File: src/inc/wcr_pkg.sv
`default_nettype none
package wcr_pkg;

   // access port geometry
   localparam int          WCR_ADDR_W     = 12;
   localparam int          WCR_DATA_W     = 32;
   localparam int          WCR_BE_W       = 4;
   localparam int          WCR_NUM_REGS   = 20;
   localparam int          WCR_IDX_W      = 5;

   // address spaces seen on the access port
   localparam logic        WCR_SPACE_CFG  = 1'b0;
   localparam logic        WCR_SPACE_SOCK = 1'b1;

   // printed byte offsets, configuration space
   localparam logic [11:0] WCR_OFF_BRIDGE_CTL           = 12'h03E;
   localparam logic [11:0] WCR_OFF_SUBSYS_VENDOR        = 12'h040;
   localparam logic [11:0] WCR_OFF_LEGACY_BASE          = 12'h044;
   localparam logic [11:0] WCR_OFF_SYS_CTL              = 12'h080;
   localparam logic [11:0] WCR_OFF_MFUNC_ROUTE          = 12'h08C;
   localparam logic [11:0] WCR_OFF_RETRY_STAT           = 12'h090;
   localparam logic [11:0] WCR_OFF_SOCK_XFER0           = 12'h094;
   localparam logic [11:0] WCR_OFF_SOCK_XFER1           = 12'h098;
   localparam logic [11:0] WCR_OFF_POWER_CAPABILITIES   = 12'h0A2;
   localparam logic [11:0] WCR_OFF_POWER_CONTROL_STATUS = 12'h0A4;
   localparam logic [11:0] WCR_OFF_GP_EVENT_STATUS      = 12'h0A8;
   localparam logic [11:0] WCR_OFF_GP_EVENT_ENABLE      = 12'h0AA;
   localparam logic [11:0] WCR_OFF_GP_INOUT             = 12'h0AC;
   localparam logic [11:0] WCR_OFF_SERIAL_BUS           = 12'h0B0;
   // printed byte offsets, socket space
   localparam logic [11:0] WCR_OFF_SOCK_EVENT           = 12'h000;
   localparam logic [11:0] WCR_OFF_SOCK_MASK            = 12'h004;
   localparam logic [11:0] WCR_OFF_SOCK_PRESENT         = 12'h008;
   localparam logic [11:0] WCR_OFF_SOCK_CTL             = 12'h010;
   localparam logic [11:0] WCR_OFF_LEGACY_ID_PWR        = 12'h800;
   localparam logic [11:0] WCR_OFF_LEGACY_CSC           = 12'h804;
   localparam logic [11:0] WCR_OFF_LEGACY_GLOBAL        = 12'h81E;

   // word indices the logic reaches directly
   localparam int          WCR_IDX_POWER_CONTROL_STATUS      = 9;
   localparam int          WCR_IDX_GPE        = 10;
   localparam int          WCR_IDX_GPIO       = 11;
   localparam int          WCR_IDX_SOCK_EVT   = 13;
   localparam int          WCR_IDX_SOCK_PRES  = 15;

   // field positions
   localparam int          WCR_PME_EN_BIT     = 8;
   localparam int          WCR_PME_STAT_BIT   = 15;
   localparam int          WCR_GPE_EN_LSB     = 16;
   localparam int          WCR_GPO_LSB        = 16;
   localparam int          WCR_GPO_W          = 5;
   localparam int          WCR_GPE_W          = 16;
   localparam int          WCR_SOCK_EVT_W     = 4;
   localparam int          WCR_SOCK_PRES_W    = 14;

   // reset values
   localparam logic [31:0] WCR_RST_VAL        = 32'h0000_0000;
   localparam logic [31:0] WCR_RD_UNMAPPED    = 32'h0000_0000;

   // per-word table: space, printed offset, bus-reset survivors when wake enabled,
   // cold-only bits, writable bits, write-one-to-clear bits, hardware-loaded bits
   localparam logic WCR_TBL_SPACE [WCR_NUM_REGS] = '{
      1'b0, 1'b0, 1'b0, 1'b0, 1'b0, 1'b0, 1'b0, 1'b0, 1'b0, 1'b0,
      1'b0, 1'b0, 1'b0, 1'b1, 1'b1, 1'b1, 1'b1, 1'b1, 1'b1, 1'b1};
   localparam logic [11:0] WCR_TBL_OFF [WCR_NUM_REGS] = '{
      WCR_OFF_BRIDGE_CTL, WCR_OFF_SUBSYS_VENDOR, WCR_OFF_LEGACY_BASE, WCR_OFF_SYS_CTL,
      WCR_OFF_MFUNC_ROUTE, WCR_OFF_RETRY_STAT, WCR_OFF_SOCK_XFER0, WCR_OFF_SOCK_XFER1,
      WCR_OFF_POWER_CAPABILITIES, WCR_OFF_POWER_CONTROL_STATUS, WCR_OFF_GP_EVENT_STATUS,
      WCR_OFF_GP_INOUT, WCR_OFF_SERIAL_BUS, WCR_OFF_SOCK_EVENT, WCR_OFF_SOCK_MASK,
      WCR_OFF_SOCK_PRESENT, WCR_OFF_SOCK_CTL, WCR_OFF_LEGACY_ID_PWR, WCR_OFF_LEGACY_CSC,
      WCR_OFF_LEGACY_GLOBAL};
   localparam logic [31:0] WCR_TBL_CTX [WCR_NUM_REGS] = '{
      32'h0040_0000, 32'h0000_0000, 32'h0000_0000, 32'h0000_0000, 32'h0000_0000,
      32'h0000_0000, 32'h0000_0000, 32'h0000_0000, 32'h8000_0000, 32'h0000_8100,
      32'h0000_0000, 32'h0000_0000, 32'h0000_0000, 32'h0000_000F, 32'h0000_000F,
      32'h0000_3CBF, 32'h0000_0077, 32'h601B_0000, 32'h0000_0F00, 32'h0000_0000};
   localparam logic [31:0] WCR_TBL_COLD [WCR_NUM_REGS] = '{
      32'h0000_0000, 32'hFFFF_FFFF, 32'hFFFF_FFFE, 32'hCDFF_C0FF, 32'h0FFF_FFFF,
      32'hFFEF_E7CA, 32'h0000_0003, 32'h0000_FFF7, 32'h0000_0000, 32'h0000_0000,
      32'h891F_0000, 32'h001F_0000, 32'h84FF_FFFF, 32'h0000_0000, 32'h0000_0000,
      32'h0000_0000, 32'h0000_0000, 32'h0000_00FF, 32'h0000_000F, 32'h000F_0000};
   localparam logic [31:0] WCR_TBL_WMASK [WCR_NUM_REGS] = '{
      32'hFFFF_00FF, 32'hFFFF_FFFF, 32'hFFFF_FFFE, 32'hFFFF_FFFF, 32'hFFFF_FFFF,
      32'hFFFF_FFFF, 32'hFFFF_FFFF, 32'hFFFF_FFFF, 32'h8000_0000, 32'h0000_8103,
      32'hFFFF_FFFF, 32'h001F_0000, 32'hFFFF_FFFF, 32'h0000_000F, 32'h0000_000F,
      32'h0000_0000, 32'h0000_0077, 32'hFFFF_FFFF, 32'h0000_FFFF, 32'hFFFF_FFFF};
   localparam logic [31:0] WCR_TBL_W1C [WCR_NUM_REGS] = '{
      32'h0000_0000, 32'h0000_0000, 32'h0000_0000, 32'h0000_0000, 32'h0000_0000,
      32'h0000_0000, 32'h0000_0000, 32'h0000_0000, 32'h0000_0000, 32'h0000_8000,
      32'h0000_FFFF, 32'h0000_0000, 32'h0000_0000, 32'h0000_000F, 32'h0000_0000,
      32'h0000_0000, 32'h0000_0000, 32'h0000_0000, 32'h0000_0000, 32'h0000_0000};
   localparam logic [31:0] WCR_TBL_HWLD [WCR_NUM_REGS] = '{
      32'h0000_0000, 32'h0000_0000, 32'h0000_0000, 32'h0000_0000, 32'h0000_0000,
      32'h0000_0000, 32'h0000_0000, 32'h0000_0000, 32'h0000_0000, 32'h0000_0000,
      32'h0000_0000, 32'h0000_0000, 32'h0000_0000, 32'h0000_0000, 32'h0000_0000,
      32'h0000_3CBF, 32'h0000_0000, 32'h0000_0000, 32'h0000_0000, 32'h0000_0000};

endpackage
`default_nettype wire

File: src/core/wcr_wake_context.sv
`timescale 1ns/10ps
`default_nettype none
module wcr_wake_context
   import wcr_pkg::*;
(
   // clock and core reset
   input  wire logic                             core_clk_i,
   input  wire logic                             nrst_i,
   // reset and suspend pins, all active low
   input  wire logic                             cold_reset_in_n_i,
   input  wire logic                             bus_reset_in_n_i,
   input  wire logic                             suspend_n_i,
   // configuration and socket register access
   input  wire logic                             cfg_rd_i,
   input  wire logic                             cfg_wr_i,
   input  wire logic                             cfg_space_i,
   input  wire logic [wcr_pkg::WCR_ADDR_W-1:0]   cfg_addr_i,
   input  wire logic [wcr_pkg::WCR_BE_W-1:0]     cfg_be_i,
   input  wire logic [wcr_pkg::WCR_DATA_W-1:0]   cfg_wdata_i,
   output logic      [wcr_pkg::WCR_DATA_W-1:0]   cfg_rdata_o,
   output logic                                  cfg_ack_o,
   // hardware event sources, same clock domain
   input  wire logic                             card_wake_i,
   input  wire logic [wcr_pkg::WCR_GPE_W-1:0]    gpe_event_i,
   input  wire logic [wcr_pkg::WCR_SOCK_EVT_W-1:0]  socket_change_i,
   input  wire logic [wcr_pkg::WCR_SOCK_PRES_W-1:0] socket_state_i,
   // events and levels toward the system
   output logic                                  wake_event_o,
   output logic                                  gpe_event_o,
   output logic      [wcr_pkg::WCR_GPO_W-1:0]    gp_out_o,
   output logic                                  wake_enable_o,
   output logic                                  suspended_o
);

   import wcr_pkg::*;

   // settled pin levels
   logic [2:0]            pin_level;
   logic                  cold_act;
   logic                  bus_act;
   logic                  susp_act;

   // gated resets and access qualifiers
   logic                  cold_eff;
   logic                  bus_eff;
   logic                  wr_take;
   logic                  rd_take;

   // register words and their inputs
   logic [31:0]           word_q     [WCR_NUM_REGS];
   logic [31:0]           hw_in      [WCR_NUM_REGS];
   logic [WCR_NUM_REGS-1:0] hit;
   logic [31:0]           be_mask;
   logic                  pme_en;
   logic [31:0]           rd_mux;

   // read path and output flops
   logic [31:0]           rdata_reg;
   logic                  ack_reg;
   logic                  wake_reg;
   logic                  gpe_reg;
   logic [WCR_GPO_W-1:0]  gpo_reg;
   logic                  wken_reg;
   logic                  susp_reg;

   // pins pass the three-flop filter before any use
   wcr_pin_sync #(
      .WIDTH   (3),
      .RST_VAL (1'b1)
   ) u_pin_sync (
      .core_clk_i (core_clk_i),
      .nrst_i     (nrst_i),
      .pin_i      ({suspend_n_i, bus_reset_in_n_i, cold_reset_in_n_i}),
      .level_o    (pin_level)
   );

   // active-high views of the settled pins
   assign cold_act = ~pin_level[0];
   assign bus_act  = ~pin_level[1];
   assign susp_act = ~pin_level[2];

   // suspend masks both resets so contents survive a reset during suspend
   assign cold_eff = cold_act & ~susp_act;
   assign bus_eff  = bus_act & ~susp_act & ~cold_act;

   // no access is taken while suspended or while a reset is applied;
   // this models the gated bus clock without gating core_clk_i itself
   assign wr_take = cfg_wr_i & ~susp_act & ~cold_act & ~bus_act;
   assign rd_take = cfg_rd_i & ~susp_act & ~cold_act & ~bus_act;

   // registered wake enable, sampled before the bus reset acts
   assign pme_en = word_q[WCR_IDX_POWER_CONTROL_STATUS][WCR_PME_EN_BIT];

   // byte enables widened to a bit mask
   always_comb begin
      for (int i = 0; i < WCR_BE_W; i++) begin
         be_mask[i*8 +: 8] = {8{cfg_be_i[i]}};
      end
   end

   // word decode: space plus dword-aligned printed offset
   always_comb begin
      hit = '0;
      for (int k = 0; k < WCR_NUM_REGS; k++) begin
         if (cfg_space_i != WCR_TBL_SPACE[k]) begin
            hit[k] = 1'b0;
         end else if (cfg_addr_i[11:2] == WCR_TBL_OFF[k][11:2]) begin
            hit[k] = 1'b1;
         end else begin
            hit[k] = 1'b0;
         end
      end
   end

   // hardware inputs per word: set bits, or loaded bits where hwld marks them
   always_comb begin
      for (int k = 0; k < WCR_NUM_REGS; k++) begin
         hw_in[k] = 32'h0000_0000;
      end
      hw_in[WCR_IDX_POWER_CONTROL_STATUS][WCR_PME_STAT_BIT] = card_wake_i;
      hw_in[WCR_IDX_GPE][WCR_GPE_W-1:0] = gpe_event_i;
      hw_in[WCR_IDX_SOCK_EVT][WCR_SOCK_EVT_W-1:0] = socket_change_i;
      hw_in[WCR_IDX_SOCK_PRES][WCR_SOCK_PRES_W-1:0] = socket_state_i;
   end

   // one storage word per table entry, each with its own reset class masks
   genvar k;
   generate
      for (k = 0; k < WCR_NUM_REGS; k++) begin : gen_word
         logic [31:0] word_reg;
         logic [31:0] word_next;
         logic [31:0] keep_mask;
         logic [31:0] wr_bits;

         // bits a bus reset leaves alone: cold-only always,
         // context bits only while the wake enable was already set
         assign keep_mask = WCR_TBL_COLD[k]
                          | (pme_en ? WCR_TBL_CTX[k]
                                    : 32'h0000_0000);

         assign wr_bits = (wr_take && hit[k]) ? (be_mask & WCR_TBL_WMASK[k])
                                              : 32'h0000_0000;

         // write, write-one-clear, then hardware set last so a set wins
         always_comb begin
            word_next = word_reg;
            word_next = (word_next & ~(wr_bits & ~WCR_TBL_W1C[k]))
                      | (cfg_wdata_i & wr_bits & ~WCR_TBL_W1C[k]);
            word_next = word_next & ~(cfg_wdata_i & wr_bits & WCR_TBL_W1C[k]);
            word_next = (word_next & ~WCR_TBL_HWLD[k]) | (hw_in[k] & WCR_TBL_HWLD[k]);
            word_next = word_next | (hw_in[k] & ~WCR_TBL_HWLD[k]);
         end

         // cold reset beats bus reset; neither acts during suspend
         always_ff @(posedge core_clk_i) begin
            if (!nrst_i) begin
               word_reg <= WCR_RST_VAL;
            end else if (cold_eff) begin
               word_reg <= WCR_RST_VAL;
            end else if (bus_eff) begin
               word_reg <= word_reg & keep_mask;
            end else begin
               word_reg <= word_next;
            end
         end

         assign word_q[k] = word_reg;
      end
   endgenerate

   // read mux; an unmapped word answers with zero
   always_comb begin
      rd_mux = WCR_RD_UNMAPPED;
      for (int i = 0; i < WCR_NUM_REGS; i++) begin
         if (hit[i]) begin
            rd_mux = word_q[i];
         end
      end
   end

   // read data registered so the port sees a clean value
   always_ff @(posedge core_clk_i) begin
      if (!nrst_i) begin
         rdata_reg <= WCR_RD_UNMAPPED;
      end else if (rd_take) begin
         rdata_reg <= rd_mux;
      end
   end

   // one-cycle acknowledge for every taken access, mapped or not
   always_ff @(posedge core_clk_i) begin
      if (!nrst_i) begin
         ack_reg <= 1'b0;
      end else begin
         ack_reg <= rd_take | wr_take;
      end
   end

   // wake event: status bit with its own enable
   always_ff @(posedge core_clk_i) begin
      if (!nrst_i) begin
         wake_reg <= 1'b0;
      end else begin
         wake_reg <= word_q[WCR_IDX_POWER_CONTROL_STATUS][WCR_PME_STAT_BIT] & pme_en;
      end
   end

   // driver event: any pending status whose enable is set
   always_ff @(posedge core_clk_i) begin
      if (!nrst_i) begin
         gpe_reg <= 1'b0;
      end else begin
         gpe_reg <= |(word_q[WCR_IDX_GPE][WCR_GPE_W-1:0]
                    & word_q[WCR_IDX_GPE][WCR_GPE_EN_LSB +: WCR_GPE_W]);
      end
   end

   // general outputs stay driven during suspend, they live in the word
   always_ff @(posedge core_clk_i) begin
      if (!nrst_i) begin
         gpo_reg <= '0;
      end else begin
         gpo_reg <= word_q[WCR_IDX_GPIO][WCR_GPO_LSB +: WCR_GPO_W];
      end
   end

   // wake enable mirrored out for system power logic
   always_ff @(posedge core_clk_i) begin
      if (!nrst_i) begin
         wken_reg <= 1'b0;
      end else begin
         wken_reg <= pme_en;
      end
   end

   // suspend status, from the settled pin
   always_ff @(posedge core_clk_i) begin
      if (!nrst_i) begin
         susp_reg <= 1'b0;
      end else begin
         susp_reg <= susp_act;
      end
   end

   // outputs straight from flops
   assign cfg_rdata_o   = rdata_reg;
   assign cfg_ack_o     = ack_reg;
   assign wake_event_o  = wake_reg;
   assign gpe_event_o   = gpe_reg;
   assign gp_out_o      = gpo_reg;
   assign wake_enable_o = wken_reg;
   assign suspended_o   = susp_reg;

endmodule // wcr_wake_context
`default_nettype wire

File: src/core/wcr_pin_sync.sv
`timescale 1ns/10ps
`default_nettype none
// three-flop pin synchroniser; the settled value moves only when stages two and three agree
module wcr_pin_sync #(
   parameter int         WIDTH   = 1,
   parameter logic [0:0] RST_VAL = 1'b1
) (
   // clock and reset
   input  wire logic             core_clk_i,
   input  wire logic             nrst_i,
   // raw pins and settled levels
   input  wire logic [WIDTH-1:0] pin_i,
   output logic      [WIDTH-1:0] level_o
);

   logic [WIDTH-1:0] meta_reg;
   logic [WIDTH-1:0] sync2_reg;
   logic [WIDTH-1:0] sync3_reg;

   // capture chain; meta_reg feeds only sync2_reg
   always_ff @(posedge core_clk_i) begin
      if (!nrst_i) begin
         meta_reg  <= {WIDTH{RST_VAL}};
         sync2_reg <= {WIDTH{RST_VAL}};
         sync3_reg <= {WIDTH{RST_VAL}};
      end else begin
         meta_reg  <= pin_i;
         sync2_reg <= meta_reg;
         sync3_reg <= sync2_reg;
      end
   end

   // per-bit agreement filter: a one-cycle glitch never reaches level_o
   genvar b;
   generate
      for (b = 0; b < WIDTH; b++) begin : gen_bit
         always_ff @(posedge core_clk_i) begin
            if (!nrst_i) begin
               level_o[b] <= RST_VAL;
            end else if (sync2_reg[b] == sync3_reg[b]) begin
               level_o[b] <= sync3_reg[b];
            end
         end
      end
   endgenerate

endmodule // wcr_pin_sync
`default_nettype wire

File: config.mk
export PLATFORM = sky130hd
export DESIGN_NAME = wcr_wake_context
export DESIGN_NICKNAME = d
export VERILOG_FILES = /design/src/inc/wcr_pkg.sv /design/src/core/wcr_wake_context.sv /design/src/core/wcr_pin_sync.sv
export SDC_FILE = /design/constraint.sdc
export NUM_CORES = 1
export LEC_CHECK = 0
export ABC_CLOCK_PERIOD_IN_PS = 1900
export BUFFER_PORTS_ARGS = -buffer_cell sky130_fd_sc_hd__buf_2
export CELL_PAD_IN_SITES_DETAIL_PLACEMENT = 0
export CELL_PAD_IN_SITES_GLOBAL_PLACEMENT = 1
export CORE_MARGIN = 5
export CORE_UTILIZATION = 41
export CTS_CLUSTER_SIZE = 14
export DETAILED_ROUTE_END_ITERATION = 8
export PLACE_DENSITY = 0.75
export SLEW_MARGIN = 5
export SYNTH_ARGS = -nofsm -noshare
export SYNTH_HDL_FRONTEND = slang
export SYNTH_SLANG_ARGS = --single-unit
File: constraint.sdc
create_clock -name core_clk_i -period 1.9 [get_ports core_clk_i]
set_input_delay 0.285 -clock core_clk_i [delete_from_list [all_inputs] [get_ports core_clk_i]]
set_output_delay 0.285 -clock core_clk_i [all_outputs]
set_load 0.05 [all_outputs]
==> impl_metrics.ini <==
[outcome]
status = completed

[global_route]
grt_use_met1_pct = 42.0
grt_pass1_wl_um = 142000
grt_max_degree = 47
track_usage_pct = 32.3
overflow = 0
busiest_layer = met2
met2_usage_pct = 52.1
grt_pass1_vias = 22500
use_met3_pct = 5.70
antenna_found_initial = 10

[power]
total_power_mw = 23.1
peakVddDrop_v = 0.000743
p_per_area_mw_per_mm2 = 808
p_leak_nw = 10.2

[die]
die_area_mm2 = 0.0573
io_pins = 133
die_w_um = 239
initial_core_util_pct = 41.2
die_h_um = 239
rows = 84
core_mm2 = 0.0523

[critical_path]
crit_path_cell_trace = buf_2 -> buf_12 -> buf_4 -> or4b_4 -> nor2_4 -> a22oi_1 -> o221ai_1 -> a211oi_2 -> a211oi_1
crit_path_max_fanout = 11
cp_slowest_cell = or4b_4
max_stage_delay_ns = 0.61
cp_num_buf_inv = 3
critPathArrivalTime_ns = 2.42
critical_path_class = primary input to register
crit_family = simple AND/OR/NAND/NOR gates
required_ns = 2.43
cp-end-kind = register
startpoint_type = primary input

[clock_tree]
tritoncts = built
root_buffer = clkbuf_16
path_clk_slew_ns = 0.06
clk_path_buf_depth = 3
clk_latency_ns = 0.63
cts_sinks = 483
htreeDepth = 2
cts_buffers = 53

[place]
dp_hpwl_um = 70900
place_inst = 3803
port_buffers = 130
place_congestion = 0.972

[timing]
rsz0062_at_grt = true
finClkSkew_ns = 0.0215
drv_slew = 0
hold_viol = 0
worst_slew_pin_slew_ns = 0.684
finalCritPeriodShare_pct = 99.4
fmax_mhz = 529
fin_tns_setup_ns = 0
setup_viol = 0
fin_crit_ns = 1.89
max_slew_margin_pct = 54.3

[run]
cap_violations = 0

[synth]
syn-num-nets = 2888
avgSynthCellArea_um2 = 7.71
synth_edf_count = 0
yosysTopAreaCellShare_pct = 44.8
ys_top_cells_by_area = dfxtp_1 (45%), a21oi_1 (11%), nand2_1 (10%)
dominantRegCellSynth = dfxtp_1
syn_inst = 2797
synth_seq_area_share_pct = 44.8
synth.distinct_cells = 83
synth.largest_area_cell = dfxtp_1
synthArstFlopShare_pct = 0
ys_seq_elements = 483
synth_area_mm2 = 0.0216
ys_warn_count = 0

[worst_hold_path]
hold_path.class = primary input to register

[detailed_routing]
wire_per_inst_um = 24.4
drc = 0
via_count = 23400
ant_nets = 0
first_pass_iters = 8
via_per_inst = 5.94
drtIter0Drc = 2469
wirelength_um = 96400

[cells_and_area]
nNetsFinal = 3301
largest_reg_flops = 429
layout-drive-gt1-share_pct = 23.7
syn2layout_area_growth_pct = 32.4
layout.cells.non_filler = 3946
fillers = 4917
synth_stat cells (all sizes together), types with 12 or more instances:
cell type / number
o21ai: 380
a211oi: 21
nand3: 29
nor2b: 14
o22ai: 38
a221oi: 22
inv: 14
clkbuf: 183
nand2: 588
nor2: 154
buf: 57
o211ai: 17
a21oi: 462
a22oi: 63
o221ai: 14
a31oi: 15
nand2b: 16
a22o: 28
dfxtp: 483
a221o: 18
nor4: 12
nor3: 18
report_power, final:
part           total [mW]  switching, mW  internal (mW)  leakage [nW]
clock network        10.7           4.40           6.30         0.891
registers            10.3          0.119           10.2          3.91
logic                2.03           1.32          0.702          5.45
total                23.1           5.84           17.2          10.2
through the flow:
stage | setup WS (ns) | util [%] | area [µm²] | hold slack (ns)
2_1_floorplan | -0.0428 | - | 21800 | 0.386
3_3_place_gp | -1.30 | 50.0 | 26200 | 0.394
3_5_place_dp | -1.22 | 50.0 | 26200 | 0.394
4_1_cts | 0.0133 | 54.3 | 28400 | 0.0137
5_1_grt | -0.00254 | 54.5 | 28500 | 0.0420
6_report | 0.0108 | 54.6 | 28600 | 0.0480
area by class of cell:
cell class | instances | area, µm² | share of cell area, %
timing repair buffer | 598 | 4930 | 17.3
sequential | 483 | 9670 | 33.9
tap | 688 | 861 | 3.01
inverter | 15 | 56.3 | 0.197
clock buffer | 84 | 1590 | 5.58
clock inverter | 15 | 215 | 0.754
multi-input combinational | 2059 | 11200 | 39.3
antenna | 4 | 10.0 | 0.0351
cell families (layout without fill, tap and decap cells):
group	Yosys count	after routing	share of synthesized area, %
AOI/OAI and AO/OA	1135	1135	30.4
adders and majority gates	1	1	0.0464
buffers and inverters	255	712	4.82
DFF	483	483	44.8
muxes	21	21	1.04
other	0	4	0
and+or+nand+nor	902	902	18.8
layout by cell type, fill, tap and decap left out, types with 11 or more instances in the layout:
cell type	synthesis	layout
a211oi_1	20	19
a21oi_1	462	455
a221o_1	18	18
a221oi_1	22	20
a22o_1	28	28
a22oi_1	63	63
a31oi_1	15	15
buf_12	0	53
buf_2	41	130
buf_4	8	375
clkbuf_1	183	16
clkbuf_16	0	53
clkbuf_8	0	15
dfxtp_1	483	480
dlygate4sd3_1	0	38
inv_1	14	14
mux2_2	11	11
nand2_1	588	578
nand2b_1	16	15
nand3_1	29	25
nand4_1	11	11
nor2_1	123	114
nor2_2	28	31
nor2b_1	14	14
o211ai_1	17	17
o21ai_0	376	373
o221ai_1	14	13
o22ai_1	38	38
what timing repair did:
item                       in CTS  in global routing
hold endpoints to repair       38                  0
resized for setup              16                 29
pin swaps                       2                  4
setup buffers                   1                  1
hold buffers                   38                  0
setup endpoints to repair     356                107
layer usage:
| metal | vias to the layer above | routed length [µm] |
|---|---|---|
| met4 | 6 | 5450 |
| met1 | 11200 | 39000 |
| met3 | 256 | 8140 |
| met2 | 1112 | 43700 |
| met5 | - | 41 |
| li1 | 10800 | - |
final timing paths:
check                           slack, ns                               start  cells past startpoint                                     to
worst max-delay path                 0.01                       cfg_addr_i[2]                      9           cfg_rdata_o[10]$_SDFFE_PN0P_
worst min-delay path                 0.05                     cfg_wdata_i[15]                      3  gen_word[1].word_reg[15]$_SDFFE_PP0P_
worst max register to register       0.01  u_pin_sync.level_o[0]$_SDFFE_PN1N_                      7  gen_word[7].word_reg[27]$_SDFFE_PP0P_
worst min register to register       0.41   u_pin_sync.meta_reg[1]$_SDFF_PN1_                      1     u_pin_sync.sync2_reg[1]$_SDFF_PN1_
worst min-delay path, stage by stage:
cell and delay (ns):
buf_2 0.19, nand2_1 0.08, a21oi_1 0.05
Note: power is estimated with default switching activity, not from simulation.
